File: src/rtl/lrrx_pkg.sv
// package: register map, field positions, reset values and timing constants
package lrrx_pkg;
  // apb register byte offsets
  localparam logic [7:0] ADDR_MODE_CONTROL = 8'h00;
  localparam logic [7:0] ADDR_BAUD_DIV = 8'h04;
  localparam logic [7:0] ADDR_FIRST_PRESCALER = 8'h08;
  localparam logic [7:0] ADDR_SECOND_PRESCALER = 8'h0c;
  localparam logic [7:0] ADDR_TRANSFER_CONTROL = 8'h10;
  localparam logic [7:0] ADDR_RESPONSE_FORMAT = 8'h14;
  localparam logic [7:0] ADDR_STATUS = 8'h18;
  localparam logic [7:0] ADDR_ERROR_STATUS = 8'h1c;
  localparam logic [7:0] ADDR_TX_DATA = 8'h20;
  localparam logic [7:0] ADDR_DATA_BUF0 = 8'h40;
  localparam logic [7:0] ADDR_DATA_BUF_LAST = 8'h5c;
  // mode control fields
  localparam int MC_DIVSEL_BIT = 0;
  // prescaler fields
  localparam int BD_SUBCLK_LSB = 0;
  localparam int P0_DIV2_BIT = 8;
  localparam int P1_SEL_BIT = 8;
  // transfer control fields
  localparam int TC_START_BIT = 0;
  localparam int TC_TX_BIT = 1;
  // response format fields
  localparam int RF_LEN_LSB = 0;
  localparam int RF_DIR_BIT = 4;
  localparam int RF_CKMODEL_BIT = 5;
  // status fields
  localparam int ST_FRC_BIT = 0;
  localparam int ST_D1_BIT = 1;
  localparam int ST_ERR_BIT = 2;
  // error status fields
  localparam int ES_BITERR_BIT = 0;
  localparam int ES_FER_BIT = 1;
  localparam int ES_CSE_BIT = 2;
  // subclock select codes
  localparam logic [1:0] SUBCLK_BASE = 2'h0;
  localparam logic [1:0] SUBCLK_DIV2 = 2'h1;
  localparam logic [1:0] SUBCLK_DIV8 = 2'h2;
  localparam logic [1:0] SUBCLK_TENK = 2'h3;
  // bit timing in lin clocks, response length limits
  localparam logic [3:0] BT8_LAST = 4'h7;
  localparam logic [3:0] BT16_LAST = 4'hf;
  localparam logic [3:0] BT8_CMP = 4'h4;
  localparam logic [3:0] BT16_CMP = 4'hc;
  localparam logic [3:0] BT8_HALF = 4'h3;
  localparam logic [3:0] BT16_HALF = 4'h7;
  localparam logic [3:0] LEN_MAX = 4'h8;
  localparam logic [3:0] LEN_FOUR = 4'h4;
  // reset values
  localparam logic [7:0] BAUD_DIV_RST = 8'h00;
  localparam logic [7:0] SUBCLK_CNT_RST = 8'h00;
endpackage : lrrx_pkg

File: src/rtl/lrrx_buf_mem.sv
// eight-entry receive data buffer with registered read port
module lrrx_buf_mem (
  input wire logic sys_clk_i,
  input wire logic wr_en_i,
  input wire logic [2:0] wr_addr_i,
  input wire logic [7:0] wr_data_i,
  input wire logic [2:0] rd_addr_i,
  output logic [7:0] rd_data_o
);
  logic [7:0] mem [0:7];

  always_ff @(posedge sys_clk_i) begin
    if (wr_en_i) begin
      mem[wr_addr_i] <= wr_data_i;
    end
  end

  always_ff @(posedge sys_clk_i) begin
    rd_data_o <= mem[rd_addr_i];
  end
endmodule : lrrx_buf_mem

File: src/rtl/lrrx_top.sv
// lin response receiver, baud prescaler chain and bit transmitter with readback
// Overview of operation
// - idle until start bit, flag first byte
// - receive length bytes then one checksum
// - framing error aborts reception, skips checksum
// - judge checksum, set completion or error
// - on end clear start bit, idle
// - lin clock from divider, 8/16 per bit
// - divisor select: 0 gives 8, 1 gives 16
// - base, divide-by-2, divide-by-8 subclocks
// - 10417 bps from divide-by-(m+1) chain
// - transmit one bit per bit time
// - readback mismatch sets bit error flag
// - compare at clock 5 or 13
// - start bit verified half bit later
// - bytes stored in order, length capped at eight
// - direction bit; checksum model bit is stored but unused
module lrrx_top (
  input wire logic sys_clk_i,
  input wire logic sys_rst_i,
  input wire logic psel,
  input wire logic penable,
  input wire logic pwrite,
  input wire logic [7:0] paddr,
  input wire logic [31:0] pwdata,
  output logic [31:0] prdata,
  output logic pready,
  output logic pslverr,
  input wire logic bus_rx_input_i,
  output logic bus_tx_output_o
);
  typedef enum logic [2:0] {LRRX_IDLE, LRRX_HUNT, LRRX_VERIFY, LRRX_DATA, LRRX_STOP,
    LRRX_JUDGE, LRRX_DONE} lrrx_state_t;

  logic [31:0] mode_control_reg;
  logic [31:0] baud_div_reg;
  logic [31:0] first_prescaler_reg;
  logic [31:0] second_prescaler_reg;
  logic [31:0] transfer_control_reg;
  logic [31:0] response_format_reg;
  logic [31:0] status_reg;
  logic [31:0] error_status_reg;
  logic [7:0] tx_data;
  logic rx_s1, rx_s2, rx_prev;
  logic bit_time_divisor_sel;
  logic [3:0] bit_last, bit_half, bit_cmp;
  logic wr, rd;
  logic [7:0] p0_cnt, pm_cnt;
  logic p0_tick, p0_half, first_prescaler_out, pm_tick;
  logic [2:0] sub_cnt, tenk_cnt;
  logic lin_sys_clock;
  lrrx_state_t state;
  logic [3:0] clk_cnt;
  logic [2:0] bit_idx;
  logic [7:0] shreg;
  logic [3:0] byte_cnt;
  logic [7:0] sum;
  logic [8:0] sum_add;
  logic ev_d1, ev_frc, ev_err, ev_fer, ev_cse, ev_ber, rx_end;
  logic buf_wr;
  logic [7:0] buf_rd;
  logic [3:0] len;
  logic tx_busy;
  logic [3:0] tx_clk;
  logic [3:0] tx_bit;
  logic [9:0] tx_frame;
  logic seen_high;

  assign bit_time_divisor_sel = mode_control_reg[lrrx_pkg::MC_DIVSEL_BIT];
  assign bit_last = bit_time_divisor_sel ? lrrx_pkg::BT16_LAST : lrrx_pkg::BT8_LAST;
  assign bit_half = bit_time_divisor_sel ? lrrx_pkg::BT16_HALF : lrrx_pkg::BT8_HALF;
  assign bit_cmp = bit_time_divisor_sel ? lrrx_pkg::BT16_CMP : lrrx_pkg::BT8_CMP;
  assign wr = psel && penable && pwrite;
  assign rd = psel && penable && !pwrite;
  assign len = (response_format_reg[lrrx_pkg::RF_LEN_LSB +: 4] > lrrx_pkg::LEN_MAX) ?
    lrrx_pkg::LEN_MAX : response_format_reg[lrrx_pkg::RF_LEN_LSB +: 4];

  // two-flop synchroniser for the bus input
  always_ff @(posedge sys_clk_i) begin
    if (sys_rst_i) begin
      rx_s1 <= 1'b1;
      rx_s2 <= 1'b1;
    end else begin
      rx_s1 <= bus_rx_input_i;
      rx_s2 <= rx_s1;
    end
  end

  always_ff @(posedge sys_clk_i) begin
    if (sys_rst_i) begin
      p0_cnt <= lrrx_pkg::SUBCLK_CNT_RST;
      p0_half <= 1'b0;
    end else if (p0_cnt >= first_prescaler_reg[7:0]) begin
      p0_cnt <= lrrx_pkg::SUBCLK_CNT_RST;
      p0_half <= !p0_half;
    end else begin
      p0_cnt <= p0_cnt + 8'h01;
    end
  end
  assign p0_tick = (p0_cnt >= first_prescaler_reg[7:0]);
  assign first_prescaler_out = p0_tick &&
    (!first_prescaler_reg[lrrx_pkg::P0_DIV2_BIT] || p0_half);

  always_ff @(posedge sys_clk_i) begin
    if (sys_rst_i) begin
      sub_cnt <= 3'h0;
    end else if (first_prescaler_out) begin
      sub_cnt <= sub_cnt + 3'h1;
    end
  end

  always_ff @(posedge sys_clk_i) begin
    if (sys_rst_i) begin
      pm_cnt <= lrrx_pkg::SUBCLK_CNT_RST;
      tenk_cnt <= 3'h0;
    end else if (pm_cnt >= second_prescaler_reg[7:0]) begin
      pm_cnt <= lrrx_pkg::SUBCLK_CNT_RST;
      tenk_cnt <= tenk_cnt + 3'h1;
    end else begin
      pm_cnt <= pm_cnt + 8'h01;
    end
  end
  assign pm_tick = (pm_cnt >= second_prescaler_reg[7:0]) &&
    (second_prescaler_reg[lrrx_pkg::P1_SEL_BIT] ? (tenk_cnt[0] == 1'b1) :
    (tenk_cnt == 3'h7));

  always_comb begin
    case (baud_div_reg[lrrx_pkg::BD_SUBCLK_LSB +: 2])
      lrrx_pkg::SUBCLK_BASE: lin_sys_clock = first_prescaler_out;
      lrrx_pkg::SUBCLK_DIV2: lin_sys_clock = first_prescaler_out && sub_cnt[0];
      lrrx_pkg::SUBCLK_DIV8: lin_sys_clock = first_prescaler_out && (sub_cnt == 3'h7);
      lrrx_pkg::SUBCLK_TENK: lin_sys_clock = pm_tick;
      default: lin_sys_clock = 1'b0;
    endcase
  end

  assign sum_add = {1'b0, sum} + {1'b0, shreg};
  assign buf_wr = (state == LRRX_STOP) && lin_sys_clock && (clk_cnt == bit_half) &&
    rx_s2 && (byte_cnt < len) && (byte_cnt < lrrx_pkg::LEN_MAX);

  // receive sequencer
  always_ff @(posedge sys_clk_i) begin
    if (sys_rst_i) begin
      state <= LRRX_IDLE;
      clk_cnt <= 4'h0;
      bit_idx <= 3'h0;
      shreg <= 8'h00;
      byte_cnt <= 4'h0;
      sum <= 8'h00;
      rx_prev <= 1'b1;
      seen_high <= 1'b0;
      ev_d1 <= 1'b0;
      ev_frc <= 1'b0;
      ev_fer <= 1'b0;
      ev_cse <= 1'b0;
      rx_end <= 1'b0;
    end else begin
      ev_d1 <= 1'b0;
      ev_frc <= 1'b0;
      ev_fer <= 1'b0;
      ev_cse <= 1'b0;
      rx_end <= 1'b0;
      if (lin_sys_clock) begin
        rx_prev <= rx_s2;
        if (rx_s2) begin
          seen_high <= 1'b1;
        end
      end
      case (state)
        LRRX_IDLE: begin
          // start bit still set in the cycle after done, so ignore it then
          if (!rx_end && transfer_control_reg[lrrx_pkg::TC_START_BIT] &&
              !response_format_reg[lrrx_pkg::RF_DIR_BIT]) begin
            state <= LRRX_HUNT;
            byte_cnt <= 4'h0;
            sum <= 8'h00;
          end
        end
        LRRX_HUNT: begin
          if (lin_sys_clock && seen_high && rx_prev && !rx_s2) begin
            state <= LRRX_VERIFY;
            clk_cnt <= 4'h1;
          end
        end
        LRRX_VERIFY: begin
          if (lin_sys_clock) begin
            clk_cnt <= clk_cnt + 4'h1;
            if (clk_cnt == bit_half) begin
              clk_cnt <= 4'h0;
              bit_idx <= 3'h0;
              state <= rx_s2 ? LRRX_HUNT : LRRX_DATA;
            end
          end
        end
        LRRX_DATA: begin
          if (lin_sys_clock) begin
            clk_cnt <= clk_cnt + 4'h1;
            if (clk_cnt == bit_last) begin
              clk_cnt <= 4'h0;
              shreg <= {rx_s2, shreg[7:1]};
              bit_idx <= bit_idx + 3'h1;
              if (bit_idx == 3'h7) begin
                state <= LRRX_STOP;
              end
            end
          end
        end
        LRRX_STOP: begin
          if (lin_sys_clock) begin
            clk_cnt <= clk_cnt + 4'h1;
            if (clk_cnt == bit_last) begin
              clk_cnt <= 4'h0;
              if (!rx_s2) begin
                ev_fer <= 1'b1;
                state <= LRRX_DONE;
              end else if (byte_cnt < len) begin
                byte_cnt <= byte_cnt + 4'h1;
                sum <= sum_add[7:0] + {7'h00, sum_add[8]};
                ev_d1 <= (byte_cnt == 4'h0);
                state <= LRRX_HUNT;
              end else begin
                state <= LRRX_JUDGE;
              end
            end
          end
        end
        LRRX_JUDGE: begin
          // sum plus checksum is ff
          if ((sum_add[7:0] + {7'h00, sum_add[8]}) == 8'hff) begin
            ev_frc <= 1'b1;
          end else begin
            ev_cse <= 1'b1;
          end
          state <= LRRX_DONE;
        end
        LRRX_DONE: begin
          rx_end <= 1'b1;
          state <= LRRX_IDLE;
        end
        default: state <= LRRX_IDLE;
      endcase
    end
  end

  lrrx_buf_mem u_buf (
    .sys_clk_i(sys_clk_i),
    .wr_en_i(buf_wr),
    .wr_addr_i(byte_cnt[2:0]),
    .wr_data_i(shreg),
    .rd_addr_i(paddr[4:2]),
    .rd_data_o(buf_rd)
  );

  always_ff @(posedge sys_clk_i) begin
    if (sys_rst_i) begin
      tx_busy <= 1'b0;
      tx_clk <= 4'h0;
      tx_bit <= 4'h0;
      tx_frame <= 10'h3ff;
      bus_tx_output_o <= 1'b1;
      ev_ber <= 1'b0;
    end else begin
      ev_ber <= 1'b0;
      if (!tx_busy) begin
        bus_tx_output_o <= 1'b1;
        if (wr && (paddr == lrrx_pkg::ADDR_TX_DATA) &&
            response_format_reg[lrrx_pkg::RF_DIR_BIT]) begin
          tx_busy <= 1'b1;
          tx_frame <= {1'b1, pwdata[7:0], 1'b0};
          tx_clk <= 4'h0;
          tx_bit <= 4'h0;
        end
      end else if (lin_sys_clock) begin
        bus_tx_output_o <= tx_frame[0];
        tx_clk <= tx_clk + 4'h1;
        // readback at clock 5 or 13
        if (tx_clk == bit_cmp) begin
          ev_ber <= (rx_s2 != bus_tx_output_o);
        end
        if (tx_clk == bit_last) begin
          tx_clk <= 4'h0;
          tx_frame <= {1'b1, tx_frame[9:1]};
          tx_bit <= tx_bit + 4'h1;
          if (tx_bit == 4'h9) begin
            tx_busy <= 1'b0;
          end
        end
      end
    end
  end

  // configuration registers
  always_ff @(posedge sys_clk_i) begin
    if (sys_rst_i) begin
      mode_control_reg <= 32'h0;
      baud_div_reg <= 32'h0;
      first_prescaler_reg <= 32'h0;
      second_prescaler_reg <= 32'h0;
      response_format_reg <= 32'h0;
      tx_data <= 8'h00;
    end else if (wr) begin
      case (paddr)
        lrrx_pkg::ADDR_MODE_CONTROL: mode_control_reg <= {31'h0, pwdata[0]};
        lrrx_pkg::ADDR_BAUD_DIV: baud_div_reg <= {30'h0, pwdata[1:0]};
        lrrx_pkg::ADDR_FIRST_PRESCALER: first_prescaler_reg <= {23'h0, pwdata[8:0]};
        lrrx_pkg::ADDR_SECOND_PRESCALER: second_prescaler_reg <= {23'h0, pwdata[8:0]};
        lrrx_pkg::ADDR_RESPONSE_FORMAT: response_format_reg <= {26'h0, pwdata[5:0]};
        lrrx_pkg::ADDR_TX_DATA: tx_data <= pwdata[7:0];
        default: tx_data <= tx_data;
      endcase
    end
  end

  // transfer control: hardware clear at end
  always_ff @(posedge sys_clk_i) begin
    if (sys_rst_i) begin
      transfer_control_reg <= 32'h0;
    end else if (rx_end) begin
      transfer_control_reg <= 32'h0;
    end else if (wr && (paddr == lrrx_pkg::ADDR_TRANSFER_CONTROL)) begin
      transfer_control_reg <= {31'h0, pwdata[lrrx_pkg::TC_START_BIT]};
    end
  end

  localparam int ST_IDX_FRC = lrrx_pkg::ST_FRC_BIT;
  localparam int ST_IDX_D1 = lrrx_pkg::ST_D1_BIT;
  localparam int ST_IDX_ERR = lrrx_pkg::ST_ERR_BIT;
  localparam int ES_IDX_BITERR = lrrx_pkg::ES_BITERR_BIT;
  localparam int ES_IDX_FER = lrrx_pkg::ES_FER_BIT;
  localparam int ES_IDX_CSE = lrrx_pkg::ES_CSE_BIT;

  // sticky status, software writes zero to clear, set wins
  always_ff @(posedge sys_clk_i) begin
    if (sys_rst_i) begin
      status_reg <= 32'h0;
      error_status_reg <= 32'h0;
    end else begin
      status_reg[31:3] <= 29'h0;
      error_status_reg[31:3] <= 29'h0;
      status_reg[ST_IDX_FRC] <= ev_frc || (status_reg[ST_IDX_FRC] &&
        !(wr && paddr == lrrx_pkg::ADDR_STATUS && !pwdata[ST_IDX_FRC]));
      status_reg[ST_IDX_D1] <= ev_d1 || (status_reg[ST_IDX_D1] &&
        !(wr && paddr == lrrx_pkg::ADDR_STATUS && !pwdata[ST_IDX_D1]));
      status_reg[ST_IDX_ERR] <= ev_fer || ev_cse || ev_ber || (status_reg[ST_IDX_ERR] &&
        !(wr && paddr == lrrx_pkg::ADDR_STATUS && !pwdata[ST_IDX_ERR]));
      error_status_reg[ES_IDX_BITERR] <= ev_ber || (error_status_reg[ES_IDX_BITERR] &&
        !(wr && paddr == lrrx_pkg::ADDR_ERROR_STATUS && !pwdata[ES_IDX_BITERR]));
      error_status_reg[ES_IDX_FER] <= ev_fer || (error_status_reg[ES_IDX_FER] &&
        !(wr && paddr == lrrx_pkg::ADDR_ERROR_STATUS && !pwdata[ES_IDX_FER]));
      error_status_reg[ES_IDX_CSE] <= ev_cse || (error_status_reg[ES_IDX_CSE] &&
        !(wr && paddr == lrrx_pkg::ADDR_ERROR_STATUS && !pwdata[ES_IDX_CSE]));
    end
  end

  // apb: buffer reads need one wait cycle for the registered memory
  logic rd_wait;
  always_ff @(posedge sys_clk_i) begin
    if (sys_rst_i) begin
      rd_wait <= 1'b0;
    end else begin
      rd_wait <= psel && !penable;
    end
  end
  assign pready = !(rd && paddr >= lrrx_pkg::ADDR_DATA_BUF0 &&
    paddr <= lrrx_pkg::ADDR_DATA_BUF_LAST && rd_wait);

  always_comb begin
    pslverr = 1'b0;
    case (paddr)
      lrrx_pkg::ADDR_MODE_CONTROL: prdata = mode_control_reg;
      lrrx_pkg::ADDR_BAUD_DIV: prdata = baud_div_reg;
      lrrx_pkg::ADDR_FIRST_PRESCALER: prdata = first_prescaler_reg;
      lrrx_pkg::ADDR_SECOND_PRESCALER: prdata = second_prescaler_reg;
      lrrx_pkg::ADDR_TRANSFER_CONTROL: prdata = transfer_control_reg;
      lrrx_pkg::ADDR_RESPONSE_FORMAT: prdata = response_format_reg;
      lrrx_pkg::ADDR_STATUS: prdata = status_reg;
      lrrx_pkg::ADDR_ERROR_STATUS: prdata = error_status_reg;
      lrrx_pkg::ADDR_TX_DATA: prdata = {24'h0, tx_data};
      default: begin
        if (paddr >= lrrx_pkg::ADDR_DATA_BUF0 && paddr <= lrrx_pkg::ADDR_DATA_BUF_LAST &&
            paddr[1:0] == 2'h0) begin
          prdata = {24'h0, buf_rd};
        end else begin
          prdata = 32'h0;
          pslverr = psel && penable;
        end
      end
    endcase
  end
endmodule : lrrx_top

File: config.mk
export PLATFORM = sky130hd
export DESIGN_NAME = lrrx_top
export DESIGN_NICKNAME = d
export VERILOG_FILES = /design/src/rtl/lrrx_pkg.sv /design/src/rtl/lrrx_buf_mem.sv /design/src/rtl/lrrx_top.sv
export SDC_FILE = /design/constraint.sdc
export NUM_CORES = 1
export LEC_CHECK = 0
export BUFFER_PORTS_ARGS = -buffer_cell sky130_fd_sc_hd__buf_2
export CAP_MARGIN = 15
export CORE_AREA = 2 2 158 160
export DETAILED_ROUTE_END_ITERATION = 8
export DIE_AREA = 0 0 160 162
export HOLD_SLACK_MARGIN = 0.12
export PLACE_DENSITY = 0.58
export SLEW_MARGIN = 20
export SYNTH_ARGS = -nofsm -noshare
export SYNTH_HDL_FRONTEND = slang
export SYNTH_HIERARCHICAL = 1
export SYNTH_SLANG_ARGS = --single-unit
File: constraint.sdc
create_clock -name sys_clk_i -period 2.9 [get_ports sys_clk_i]
set_input_delay 0 -clock sys_clk_i [delete_from_list [all_inputs] [get_ports sys_clk_i]]
set_output_delay 0 -clock sys_clk_i [all_outputs]
set_load 0.02 [all_outputs]
# Word-level counts from Yosys, hierarchy flattened
# Memory sizes are Yosys's and may differ from the RTL's. A register that Yosys moved wholly into a read port is not among the register bits.
# Index checks and enable logic that the tools add are counted.
# word_totals
rom_bits,0
regBits,184
ram_bits,64
in_bits,46
memories,1
latch_bits,0
# classes
bitwise,8
reduce_logical,99
n_div,0
addsub,11
multipliers,0
eq_ne,41
shift,0
n_mux,68
n_lt_le_gt_ge,7
# mem_list
memory,depth,width,rd,rd_clocked_by_memory_dff,wr,line,text
u_buf.mem,8,8,1,1,1,lrrx_buf_mem.sv:10,logic [7:0] mem [0:7];
# op_table
operator,n
$pmux 32 s9,1
$mux 4,20
$mux 3,16
$mux 8,6
$logic_and 1x1->1,40
$mux 10,4
$eq 8x5->1 const B,4
$ne 2x2->1 const B,10
$eq 3x3->1 const B,6
$pmux 3 s6,1
$logic_not 1->1,17
$add 4x1->4 const B,4
$add 8x1->8 const B,2
$eq 8x4->1 const B,2
$ge 8x8->1,2
$pmux 8 s2,1
$reduce_and 2->1,8
$mux 1,14
$eq 4x4->1,3
$pmux 4 s3,1
$reduce_or 2->1,6
$add 3x1->3 const B,3
$add 8x8->9,1
$logic_or 1x1->1,9
36 further kinds,53

# Logic depth before layout (Yosys ltp)
# Gate-level depths: netlist (run 1).
# depth
ltp_word,12
ltp_mapped,13

# Hierarchy
# The synthesis (run 1) kept the hierarchy.
# modules_own_cells
mod,cells_each,instances,area_per_inst_um2,seq_area_each_um2
lrrx_top,832,1,6905.4,2502.4
lrrx_buf_mem,114,1,2691.3,2082.0

# Worst setup path before layout (run 1)
# Ideal clock, no wire load.
# synth_path
kind,register to register
from,register p0_cnt[0]
to,memory u_buf.mem[0][0] (enable)
slack_ns,-0.104
stages_incl_launch_ff,12
n_path_buf,1
required_time_ns,2.517
period_less_slack_ns,3.004
t_arrival_ns,2.620
cell_sequence,dfxtp_1 -> inv_1 -> ha_1 -> nand2b_1 -> a2111oi_2 -> o31ai_4 -> o2bb2ai_2 -> buf_6 -> nand3_1 -> nor3b_1 -> nand2b_1 -> nor3_1
# synth_via
elab_chain_len,11
elab_cells_between_ends,12
classes_between,order compare (1); mux (3); reduce/logical (8)
# synth_rtl
element,line,text
"start, declared",lrrx_top.sv:48,"logic [7:0] p0_cnt, pm_cnt;"
"start signal, assigned",lrrx_top.sv:91,p0_cnt <= lrrx_pkg::SUBCLK_CNT_RST;
"start signal, assigned",lrrx_top.sv:94,p0_cnt <= lrrx_pkg::SUBCLK_CNT_RST;
"start signal, assigned",lrrx_top.sv:97,p0_cnt <= p0_cnt + 8'h01;
$ge 8x8->1 *,lrrx_top.sv:100,assign p0_tick = (p0_cnt >= first_prescaler_reg[7:0]);
$logic_and 1x1->1 *,lrrx_top.sv:101,assign first_prescaler_out = p0_tick &&
$logic_and 1x1->1 (on tied branches),"lrrx_top.sv:131, lrrx_top.sv:130",
$pmux 1 s4 *,lrrx_top.sv:128,case (baud_div_reg[lrrx_pkg::BD_SUBCLK_LSB +: 2])
$logic_and 1x1->1 * (3 in series),lrrx_top.sv:138,assign buf_wr = (state == LRRX_STOP) && lin_sys_clock && (clk_cnt == bit_half) &&
$logic_and 1x1->1 * (2 in series),lrrx_top.sv:139,rx_s2 && (byte_cnt < len) && (byte_cnt < lrrx_pkg::LEN_MAX);
net buf_wr,lrrx_top.sv:60,logic buf_wr;
$mux 1 *,lrrx_buf_mem.sv:13,if (wr_en_i) begin
$mux 1 (implied by the code) *,lrrx_buf_mem.sv:14,mem[wr_addr_i] <= wr_data_i;
"end, declared",lrrx_buf_mem.sv:10,
# The timed path passes the listed nets; every way through them passes the cells marked *.

# Worst setup path in the final report (run 1)
# layout_path
from,register sum[0]
to,register ev_frc
# layout_via
elab_chain_len,4
# layout_rtl
element,line,text
"start, declared",lrrx_top.sv:57,logic [7:0] sum;
"start signal, assigned",lrrx_top.sv:218,"sum <= sum_add[7:0] + {7'h00, sum_add[8]};"
$add 8x8->9,lrrx_top.sv:137,"assign sum_add = {1'b0, sum} + {1'b0, shreg};"
$add 8x1->8,lrrx_top.sv:229,"if ((sum_add[7:0] + {7'h00, sum_add[8]}) == 8'hff) begin"
$eq 8x8->1,lrrx_top.sv:229,
$mux 1,lrrx_top.sv:229,
"end signal, assigned",lrrx_top.sv:153,ev_frc <= 1'b0;
"end signal, assigned",lrrx_top.sv:159,ev_frc <= 1'b0;
"end signal, assigned",lrrx_top.sv:230,ev_frc <= 1'b1;
"end, declared",lrrx_top.sv:59,"logic ev_d1, ev_frc, ev_err, ev_fer, ev_cse, ev_ber, rx_end;"
# No other way between the ends.
# A chain may end at the register's enable or synchronous reset.

==> summary.txt, run 1 <==
Clocking
  – Root buf cell: clkbuf_16
  – CTS tree: yes
  – Reg clk slew, reported paths: about 0.07 ns
  – CTS Sinks: 197
  – Cts bufs inserted: 17
  – Clk buf depth: 2
  – Worst-skew pair later-pin latency: 0.43 ns
  – Max H-tree Level: 4

Finish
  – Nets: 1,105
  – Largest register FFs: 64
  – Most flop-heavy register: u_buf/mem
  – Core Util, Final: 0.4592
  – Share of cells above drive strength 1: 0.1484
  – Diode count: 0
  – Fillers: 2,353
  – Synth-to-layout area growth: 15.33%

Timing
  – Slew HR: 0.4942
  – Worst-Margin Slew: between 0.7 and 0.8 ns
  – Unrepaired setup endpoints after global routing: yes
  – Slew Viols, Final: 0
  – Hold Slack: approximately 0.21 ns
  – Fin crit period: 2.744 ns
  – Final Hold Fails: 0
  – Clk_skew: roughly 0.011 ns
  – Setup-failing EPs final: 0
  – Fmax: roughly 0.36 GHz
  – Final period utilization: 0.9464

Setup path
  – Startpoint types: register
  – Critical Path RT: between 3 and 4 ns
  – Crit path DAT: between 3 and 4 ns
  – Worst Path Max Fanout: 3
  – Worst Setup End Kind: register
  – Crit Path Class: register to register

GRT
  – GRT Total Usage: 0.1672
  – Grt total ovfl: 0
  – Antenna violations before repair: 0
  – Vias in the first global route: about 6,500
  – First-pass GRT wire length: around 34,000 um
  – Pin count of the biggest net entering global routing: 57

Logic synthesis
  – EDFF count, synth: 64
  – Cell variety after synth: between 70 and 80
  – Synth Area in XOR/XNOR: 0.02920
  – Gate count after technology mapping: between 900 and 1,000
  – Ys flop type: dfxtp_1
  – Post-synthesis mux area share: 0.07627
  – Post-Syn Area: about 9600 um2
  – Synth Register Bits: just under 200
  – Asr flop ratio synth: 0
  – Synth Area in Adders: 0.06336
  – Compound-cell area share of the yosys netlist: 0.1249
  – Post-synthesis simple-gate area fraction: 0.1716
  – Synth Warn #: 6
  – Post-synthesis sequential area ratio: 0.4777
  – Largest family of logic cells by synthesized area: simple AND/OR/NAND/NOR gates
  – Avg Inst Size Synth: approximately 10 um2

Place
  – Hpwl dp: around 15,000 um
  – Routability cong.: between 0.8 and 0.9
  – IO Port Bufs: 34

Power and ir drop
  – Comb pwr share: 0.043
  – Clock power share: 0.453
  – Max VDD drop: approximately 0.42 mV
  – P per Cell Area: between 500 and 600 nW/um2
  – Seq pwr share: 0.504
  – Leak: between 4 and 5 nW
  – Switching pwr: between 1 and 1.5 mW
  – Switching Share: 0.2111
  – Internal: between 4 and 5 mW

Floorplanning
  – Core area: 24,110 um2
  – Initial Util: 0.3981
  – Die area: 25,920 um2
  – Die extent in y: 162 um
  – Num ports: 81
  – Rows: 57
  – Die X: 160 um

Route
  – DRT Pass-1 Iters: 7
  – Final WL: between 20,000 and 25,000 um
  – Initial DRC Count: between 500 and 600
  – Via density: between 5 and 6
  – DRC Markers: 0
  – Routed wire per std cell: between 15 and 20 um
  – DR vias: 6,877
  – Antenna Nets Post-Route: 0

Job
  – Max Cap Viol: 0

Hold path
  – Hold Crit Class: input pin to register

Run status
  – Outcome: finished clean
worst max-delay path: stages (launching register included):
cell and delay, ns:
dfxtp_1 0.32, ha_2 0.20, fa_2 0.34, a211o_1 0.26
o211ai_1 0.13, a21oi_2 0.10, o21ai_1 0.14, nand2b_1 0.07
ha_2 0.19, ha_2 0.17, xor2_1 0.21, nand3_1 0.12
nor4_2 0.26, and3_1 0.19
logic make-up after synthesis:
| family | count (synthesis) |
|---|---|
| AND/OR/NAND/NOR | 333 |
| flip-flops | 197 |
| AO/OA/AOI/OAI | 179 |
| buffers and inverters | 110 |
| adder cells (fa/ha/maj) | 48 |
| multiplexers | 46 |
| XOR/XNOR | 32 |
| other | 1 |
final cells by class:
type,instances,area [um2],share of cell area
Clock buffer,22,506.7,0.04578
Clock inverter,10,152.6,0.01379
Inverter,40,150.1,0.01357
Multi-Input combinational cell,661,4591,0.4148
Sequential cell,197,4584,0.4142
Tap cell,324,405.4,0.03663
Timing Repair Buffer,94,678.2,0.06127
synthesized netlist by cell type (4+ instances only):
library cell	instances	area, um2
dfxtp_1	133	2663
nand2_1	91	341.6
a21oi_1	78	390.4
nor2_1	78	292.8
edfxtp_1	64	1922
nand3_1	56	280.3
ha_1	47	588.1
inv_1	40	150.1
clkbuf_1	33	123.9
buf_4	23	172.7
nor3_1	21	105.1
o21ai_0	20	100.1
xnor2_1	20	175.2
mux2i_1	18	180.2
mux4_1	15	394.1
nand2b_1	15	93.84
nor2b_1	13	81.33
mux2_2	12	135.1
xor2_1	12	105.1
a211oi_1	11	82.58
a22o_1	10	87.58
a22oi_1	9	67.56
a222oi_1	8	80.08
buf_2	8	40.04
nor3b_1	8	60.06
and3_1	6	37.54
nor4_1	6	37.54
nand4_1	5	31.28
or2_2	5	31.28
a21o_1	4	30.03
a31oi_1	4	25.02
nand4b_1	4	35.03
nor4b_1	4	35.03
o22ai_1	4	25.02
path summary, 6_finish.rpt:
kind | start | endpoint | slack (ns) | cells past startpoint
setup / recovery | sum[0]$_SDFFE_PP0P_ | ev_frc$_SDFF_PP0_ | 0.16 | 13
hold / removal | paddr[5] | mode_control_reg[0]$_SDFFE_PP0P_ | 0.21 | 6
setup reg to reg | sum[0]$_SDFFE_PP0P_ | ev_frc$_SDFF_PP0_ | 0.16 | 13
hold reg to reg | ev_d1$_SDFF_PP0_ | status_reg[1]$_SDFF_PP0_ | 0.43 | 2
metal layers:
layer / wire (um) / share of wire / vias up / GRT usage
li1: - / - / 3504 / -
met1: 10380 / 0.49 / 3270 / 0.2293
met2: 10020 / 0.47 / 94 / 0.2757
met3: 621 / 0.029 / 9 / 0.03115
met4: 175 / 0.0083 / 0 / 0.03931
met5: 0 / 0 / - / 0
power groups by stage:
stage,combinational [mW],sequential [mW],clock (mW)
6_report,0.245,2.87,2.59
5_1_grt,0.267,2.88,2.76
4_1_cts,0.246,2.87,2.65
3_5_place_dp,0.229,2.94,0
3_3_place_gp,0.228,2.94,0
2_1_floorplan,0.192,2.92,0
placed cells by master, fill, tap and decap left out, drive strengths merged, types with 44 or more instances in the layout:
master  netlist  layout
nand3        56      56
buf          35      77
a21oi        79      79
dfxtp       133     133
nand2        92      92
ha           47      47
inv          40      44
nor2         80      80
edfxtp       64      64
per-stage QoR:
step / setup slack [ns] / setup TNS [ns] / power (mW) / instance area (um2) / std cells
4_1_cts: 0.02131 / 0 / 5.768 / 11010 / 1344
3_5_place_dp: -0.06144 / -0.1122 / 3.165 / 10150 / 1293
6_report: 0.1556 / 0 / 5.704 / 11070 / 1348
2_1_floorplan: 0.08494 / 0 / 3.112 / 9689 / 968
3_3_place_gp: 0.01548 / 0 / 3.164 / 10150 / 1293
5_1_grt: -0.06060 / -0.4066 / 5.901 / 11070 / 1348
what timing repair did:
action                     CTS  global route
buffers inserted             2             4
setup endpoints to repair    2            74
pin swaps                    2             8
hold buffers                17             0
gates resized for setup      3             6
hold endpoints to repair    62             0
Power figures use the tool's default switching activity.
==> run 2: changes to the inputs <==
BUFFER_PORTS_ARGS = -buffer_cell sky130_fd_sc_hd__buf_4   (was -buffer_cell sky130_fd_sc_hd__buf_2)
==> summary.txt, run 2 (synthesized netlist as in run 1, its figures left out) <==
Power and ir drop
  – Final Total Pwr: roughly 5.5 mW
  – Max VDD drop: 0.3435 mV
  – Leak: just over 4 nW
  – P per Cell Area: 494.7 nW/um2

Timing
  – Setup-failing EPs final: 0
  – Unrepaired setup endpoints after global routing: yes
  – Slew Viols, Final: 0
  – Final Hold Fails: 0
  – Fmax: 0.3614 GHz
  – Clk_skew: approximately 0.0098 ns
  – Fin crit period: ~2.8 ns
  – Final period utilization: 0.9541
  – Worst-Margin Slew: about 0.74 ns
  – Slew HR: 0.5064
  – Hold Slack: between 0.15 and 0.2 ns

Setup path
  – Reg-to-Reg Start: sum[0]$_SDFFE_PP0P_
  – Worst Path Max Fanout: 2
  – Worst Setup End Kind: register
  – Reg2Reg Setup Slack: approximately 0.13 ns
  – Crit Path Class: register to register
  – Critical Path RT: roughly 3.3 ns
  – Crit path DAT: 3.15 ns
  – CP startpoint: sum[0]$_SDFFE_PP0P_
  – Startpoint types: register

Clocking
  – Max H-tree Level: 4
  – CTS Sinks: between 150 and 200
  – Reg clk slew, reported paths: 0.07 ns
  – Cts bufs inserted: 17
  – Clk buf depth: 2
  – Worst-skew pair later-pin latency: about 0.44 ns
  – Root buf cell: clkbuf_16
  – CTS tree: yes

Floorplanning
  – Initial Util: 0.3981
  – Die X: about 160 um
  – Num ports: slightly above 80
  – Die extent in y: around 160 um
  – Rows: 57
  – Core area: about 24,000 um2
  – Die area: approximately 26,000 um2

Hold path
  – Hold_sp: paddr[4]
  – Hold Crit Class: input pin to register

GRT
  – Pin count of the biggest net entering global routing: 63
  – Grt total ovfl: 0
  – GRT Total Usage: 0.1747
  – First-pass GRT wire length: 36,030 um
  – Vias in the first global route: 6,791
  – Antenna violations before repair: 0

Finish
  – Diode count: 0
  – Synth-to-layout area growth: 16.44%
  – Most flop-heavy register: u_buf/mem
  – Share of cells above drive strength 1: 0.1542
  – Core Util, Final: 0.4636
  – Largest register FFs: 64
  – Commonest non-fill, non-tap cell in the layout: dfxtp_1
  – Nets: 1,112
  – Most frequent cells in the layout: dfxtp_1, nand2_1, buf_4

Route
  – Initial DRC Count: around 590
  – DR vias: ~7,100
  – Antenna Nets Post-Route: 0
  – Via density: 5.214
  – DRC Markers: 0
  – Final WL: approximately 22,000 um
  – DRT Pass-1 Iters: 7
  – Routed wire per std cell: around 16 um

Job
  – Max Cap Viol: 0

Place
  – Hpwl dp: 15,150 um
  – IO Port Bufs: 34
  – Routability cong.: 0.8150

Run status
  – Outcome: finished clean
[run 2: cell count changes in the layout (fill, tap and decap cells not counted), moves of 2 or more]
cell / before / now
buf_4: 43 / 81
buf_2: 33 / 0
bufinv_16: 3 / 1
dfxtp_1: 133 / 131
dfxtp_2: 0 / 2
dlygate4sd3_1: 17 / 19
ha_2: 3 / 1
ha_4: 0 / 2
[run 2: metal layers]
| layer | wire length (um) | up-vias | track usage | part of all wire |
|---|---|---|---|---|
| met2 | 10270 | 121 | 0.2877 | 0.47 |
| met4 | 217 | 0 | 0.04627 | 0.0099 |
| met3 | 595 | 16 | 0.02886 | 0.027 |
| li1 | - | 3531 | - | - |
| met5 | 0 | - | 0 | 0 |
| met1 | 10770 | 3397 | 0.2404 | 0.49 |
[run 2: layout make-up]
type,instances,area (um2)
clock inverters,12,113.9
fillers,2310,12930
clock buffers,20,489.2
multi-input cells,661,4611
inverters,40,150.1
well taps,324,405.4
flip-flops and latches,197,4587
repair buffers,101,818.3
[run 2: timing repair]
action | CTS | global route
pin swaps | 0 | 10
endpoints found under the hold margin | 68 | 0
hold buffers | 19 | 0
gates resized for setup | 2 | 11
setup endpoints to repair | 4 | 70
setup buffers | 0 | 6
[run 2: final timing paths]
kind,to,depth (start not counted)
min,u_buf/rd_data_o[7]$_DFF_P_,3
max reg2reg,ev_frc$_SDFF_PP0_,13
min reg2reg,status_reg[1]$_SDFF_PP0_,2
max,ev_frc$_SDFF_PP0_,13
[run 2: critical path, cell delays in order, from the launching register on]
cell	delay (ns)
dfxtp_2	0.34
ha_4	0.17
fa_2	0.38
a211o_1	0.26
o211ai_1	0.13
a21oi_2	0.10
o21ai_1	0.14
nand2b_1	0.07
ha_2	0.19
ha_4	0.16
xor2_1	0.17
nand3_1	0.11
nor4_2	0.31
and3_1	0.19
[run 2: power breakdown]
part           leakage (nW)  internal, mW  switching (mW)
clock network         0.293          1.32            1.07
registers              1.67          2.85          0.0208
logic                  2.19         0.105           0.160
[run 2: through the flow]
| stage | cell area [um2] | std cells | worst slack, ns | TNS (ns) |
|---|---|---|---|---|
| floorplan | 9689 | 968 | 0.08494 | 0 |
| global placement | 10270 | 1298 | 0.04124 | 0 |
| detailed placement | 10270 | 1298 | -0.03467 | -0.05865 |
| CTS | 11080 | 1349 | 0.01524 | 0 |
| global route | 11170 | 1355 | -0.06009 | -0.1110 |
| finish | 11170 | 1355 | 0.1330 | 0 |
==> run 3: changes to the inputs <==
CORE_AREA = 2 2 113 225   (was 2 2 158 160)
DIE_AREA = 0 0 115 227   (was 0 0 160 162)
PLACE_DENSITY = 0.55   (was 0.58)
clock period = 2.68 ns   (was 2.9 ns; I/O delays follow)
==> summary.txt, run 3 (synthesized netlist as in run 1, its figures left out) <==
Setup path
  – Largest delay contributor family on the critical path: adder cells
  – Worst Path Max Fanout: 2
  – Crit path DAT: about 3.2 ns
  – Crit Path Class: register to register
  – Largest stage delay on the critical path: approximately 0.35 ns
  – CP most frequent cell: ha_4
  – Reg-to-Reg Start: shreg[0]$_SDFFE_PP0P_
  – Reg2Reg Setup Slack: -0.12 ns
  – FF-to-FF End: ev_frc$_SDFF_PP0_
  – Critical Path RT: 3.06 ns
  – CP cell instances: ha_4, fa_2, a211o_1, o211ai_1, a21oi_2, o21ai_1, nand2b_1, ha_2, ha_4, xor2_4, nand3_2, nor4_4, and3_1
  – CP max stage cell: fa_2
  – Worst Setup End Kind: register
  – Buffers & Inverters on Critical Path: 0
  – Startpoint types: register
  – R2R depth: 13

Clocking
  – Worst-skew pair later-pin latency: 0.45 ns
  – CTS tree: yes
  – Reg clk slew, reported paths: about 0.080 ns
  – CTS Sinks: roughly 200
  – Cts bufs inserted: 17
  – Clk buf depth: 2
  – Root buf cell: clkbuf_16
  – Max H-tree Level: 4

Timing
  – Fmax: ~0.36 GHz
  – Setup-failing EPs final: 3
  – Final period utilization: 1.045
  – Slew Viols, Final: 0
  – Unrepaired setup endpoints after global routing: yes
  – Final setup TNS: -0.2522 ns
  – Worst-Margin Slew: roughly 0.7 ns
  – Fin crit period: approximately 2.8 ns
  – Worst Slack Setup Final: -0.1213 ns
  – Clk_skew: 0.01044 ns
  – Final Hold Fails: 0
  – Slew HR: 0.5291
  – Hold Slack: between 0.15 and 0.2 ns

Finish
  – Nets: ~1,200
  – Most flop-heavy register: u_buf/mem
  – Share of cells above drive strength 1: 0.2093
  – Most frequent cells in the layout: dfxtp_1, buf_4, nand2_1
  – Commonest non-fill, non-tap cell in the layout: dfxtp_1
  – Synth-to-layout area growth: 22.06%
  – Largest register FFs: 64
  – Core Util, Final: 0.4816
  – Design area: 11,710 um2
  – Non-filler cells, final: between 1,000 and 1,500

Route
  – DRC Markers: 0
  – Antenna Nets Post-Route: 0
  – Initial DRC Count: around 450
  – DR vias: between 7,000 and 8,000
  – Via density: about 5.4
  – Final WL: around 24,000 um
  – DRT Pass-1 Iters: 5
  – Routed wire per std cell: 17.73 um

Floorplanning
  – Die extent in y: around 230 um
  – Die area: ~26,000 um2
  – Die X: around 120 um
  – Core area: between 20,000 and 25,000 um2
  – Rows: 81
  – Num ports: just over 80
  – Initial Util: 0.3945

Place
  – Routability cong.: about 0.80
  – Hpwl dp: 17,770 um
  – Post-DP Area: approximately 11,000 um2
  – Placed Cells: around 1,300
  – IO Port Bufs: 34
  – Pre-CTS setup slack: -0.1414 ns

Power and ir drop
  – Final Total Pwr: about 6 mW
  – Leak: between 4 and 5 nW
  – P per Cell Area: 527.6 nW/um2
  – Max VDD drop: between 0.4 and 0.5 mV

GRT
  – GRT Total Usage: 0.1887
  – Vias in the first global route: approximately 7,200
  – Antenna violations before repair: 1
  – Pin count of the biggest net entering global routing: 59
  – First-pass GRT wire length: 37,420 um
  – Grt total ovfl: 0

Hold path
  – Hold Path End: u_buf/rd_data_o[2]$_DFF_P_
  – Hold Crit Class: input pin to register
  – Hold_sp: paddr[4]
  – Hold depth: 3

Run status
  – Outcome: finished, violations left
  – Failing checks: negative setup slack

Job
  – Max Cap Viol: 0
## run 3: cell types whose count changed in the layout (fill, tap and decap cells not counted), moves of 3 or more
cell,delta
buf_4,+39
buf_6,+4
dfxtp_1,-4
dfxtp_2,+4
ha_1,-3
ha_4,+3
## run 3: worst max path at each step
stage	slack, ns	from	endpoint	depth (start not counted)
floorplan	-0.11	p0_cnt[0]$_SDFF_PP0_	u_buf/mem[2][0]$_DFFE_PP_	11
CTS	-0.06	sum[0]$_SDFFE_PP0P_	ev_frc$_SDFF_PP0_	13
global placement	-0.08	sum[0]$_SDFFE_PP0P_	ev_frc$_SDFF_PP0_	13
finish	-0.12	shreg[0]$_SDFFE_PP0P_	ev_frc$_SDFF_PP0_	13
detailed placement	-0.14	sum[0]$_SDFFE_PP0P_	ev_frc$_SDFF_PP0_	13
global route	-0.29	shreg[0]$_SDFFE_PP0P_	ev_frc$_SDFF_PP0_	13
## run 3: worst min-delay path: cells and delay by family
kind,cells,cell delay [ns]
buffers and inverters,1,0.20
muxes,2,0.37
## run 3: what timing repair did
item                                    in CTS  in global routing
resized for setup                            6                 35
endpoints found under the hold margin       76                  0
buffers inserted                             8                  5
hold buffers                                19                  0
endpoints found under the setup margin      66                 98
pin swaps                                   12                 25
## run 3: power by group
part / switching [mW] / internal, mW / total, mW
registers: 0.0184 / 3.08 / 3.10
logic: 0.175 / 0.118 / 0.293
clock network: 1.20 / 1.58 / 2.79
## run 3: area by class of cell
| class | count | area [um2] |
|---|---|---|
| Antenna cell | 1 | 2.502 |
| Clock buffer | 20 | 466.7 |
| Clock inverter | 12 | 183.9 |
| Fill cell | 2270 | 12610 |
| Inverter | 40 | 150.1 |
| Multi-Input combinational cell | 661 | 4780 |
| Sequential cell | 197 | 4592 |
| Tap cell | 290 | 362.8 |
| Timing Repair Buffer | 145 | 1176 |
## run 3: layer usage
layer,up-vias,GRT usage,routed length (um)
li1,3611,-,-
met1,3547,0.1809,8779
met2,151,0.3592,13380
met3,59,0.03461,702
met4,0,0.1197,1368
met5,-,0,0
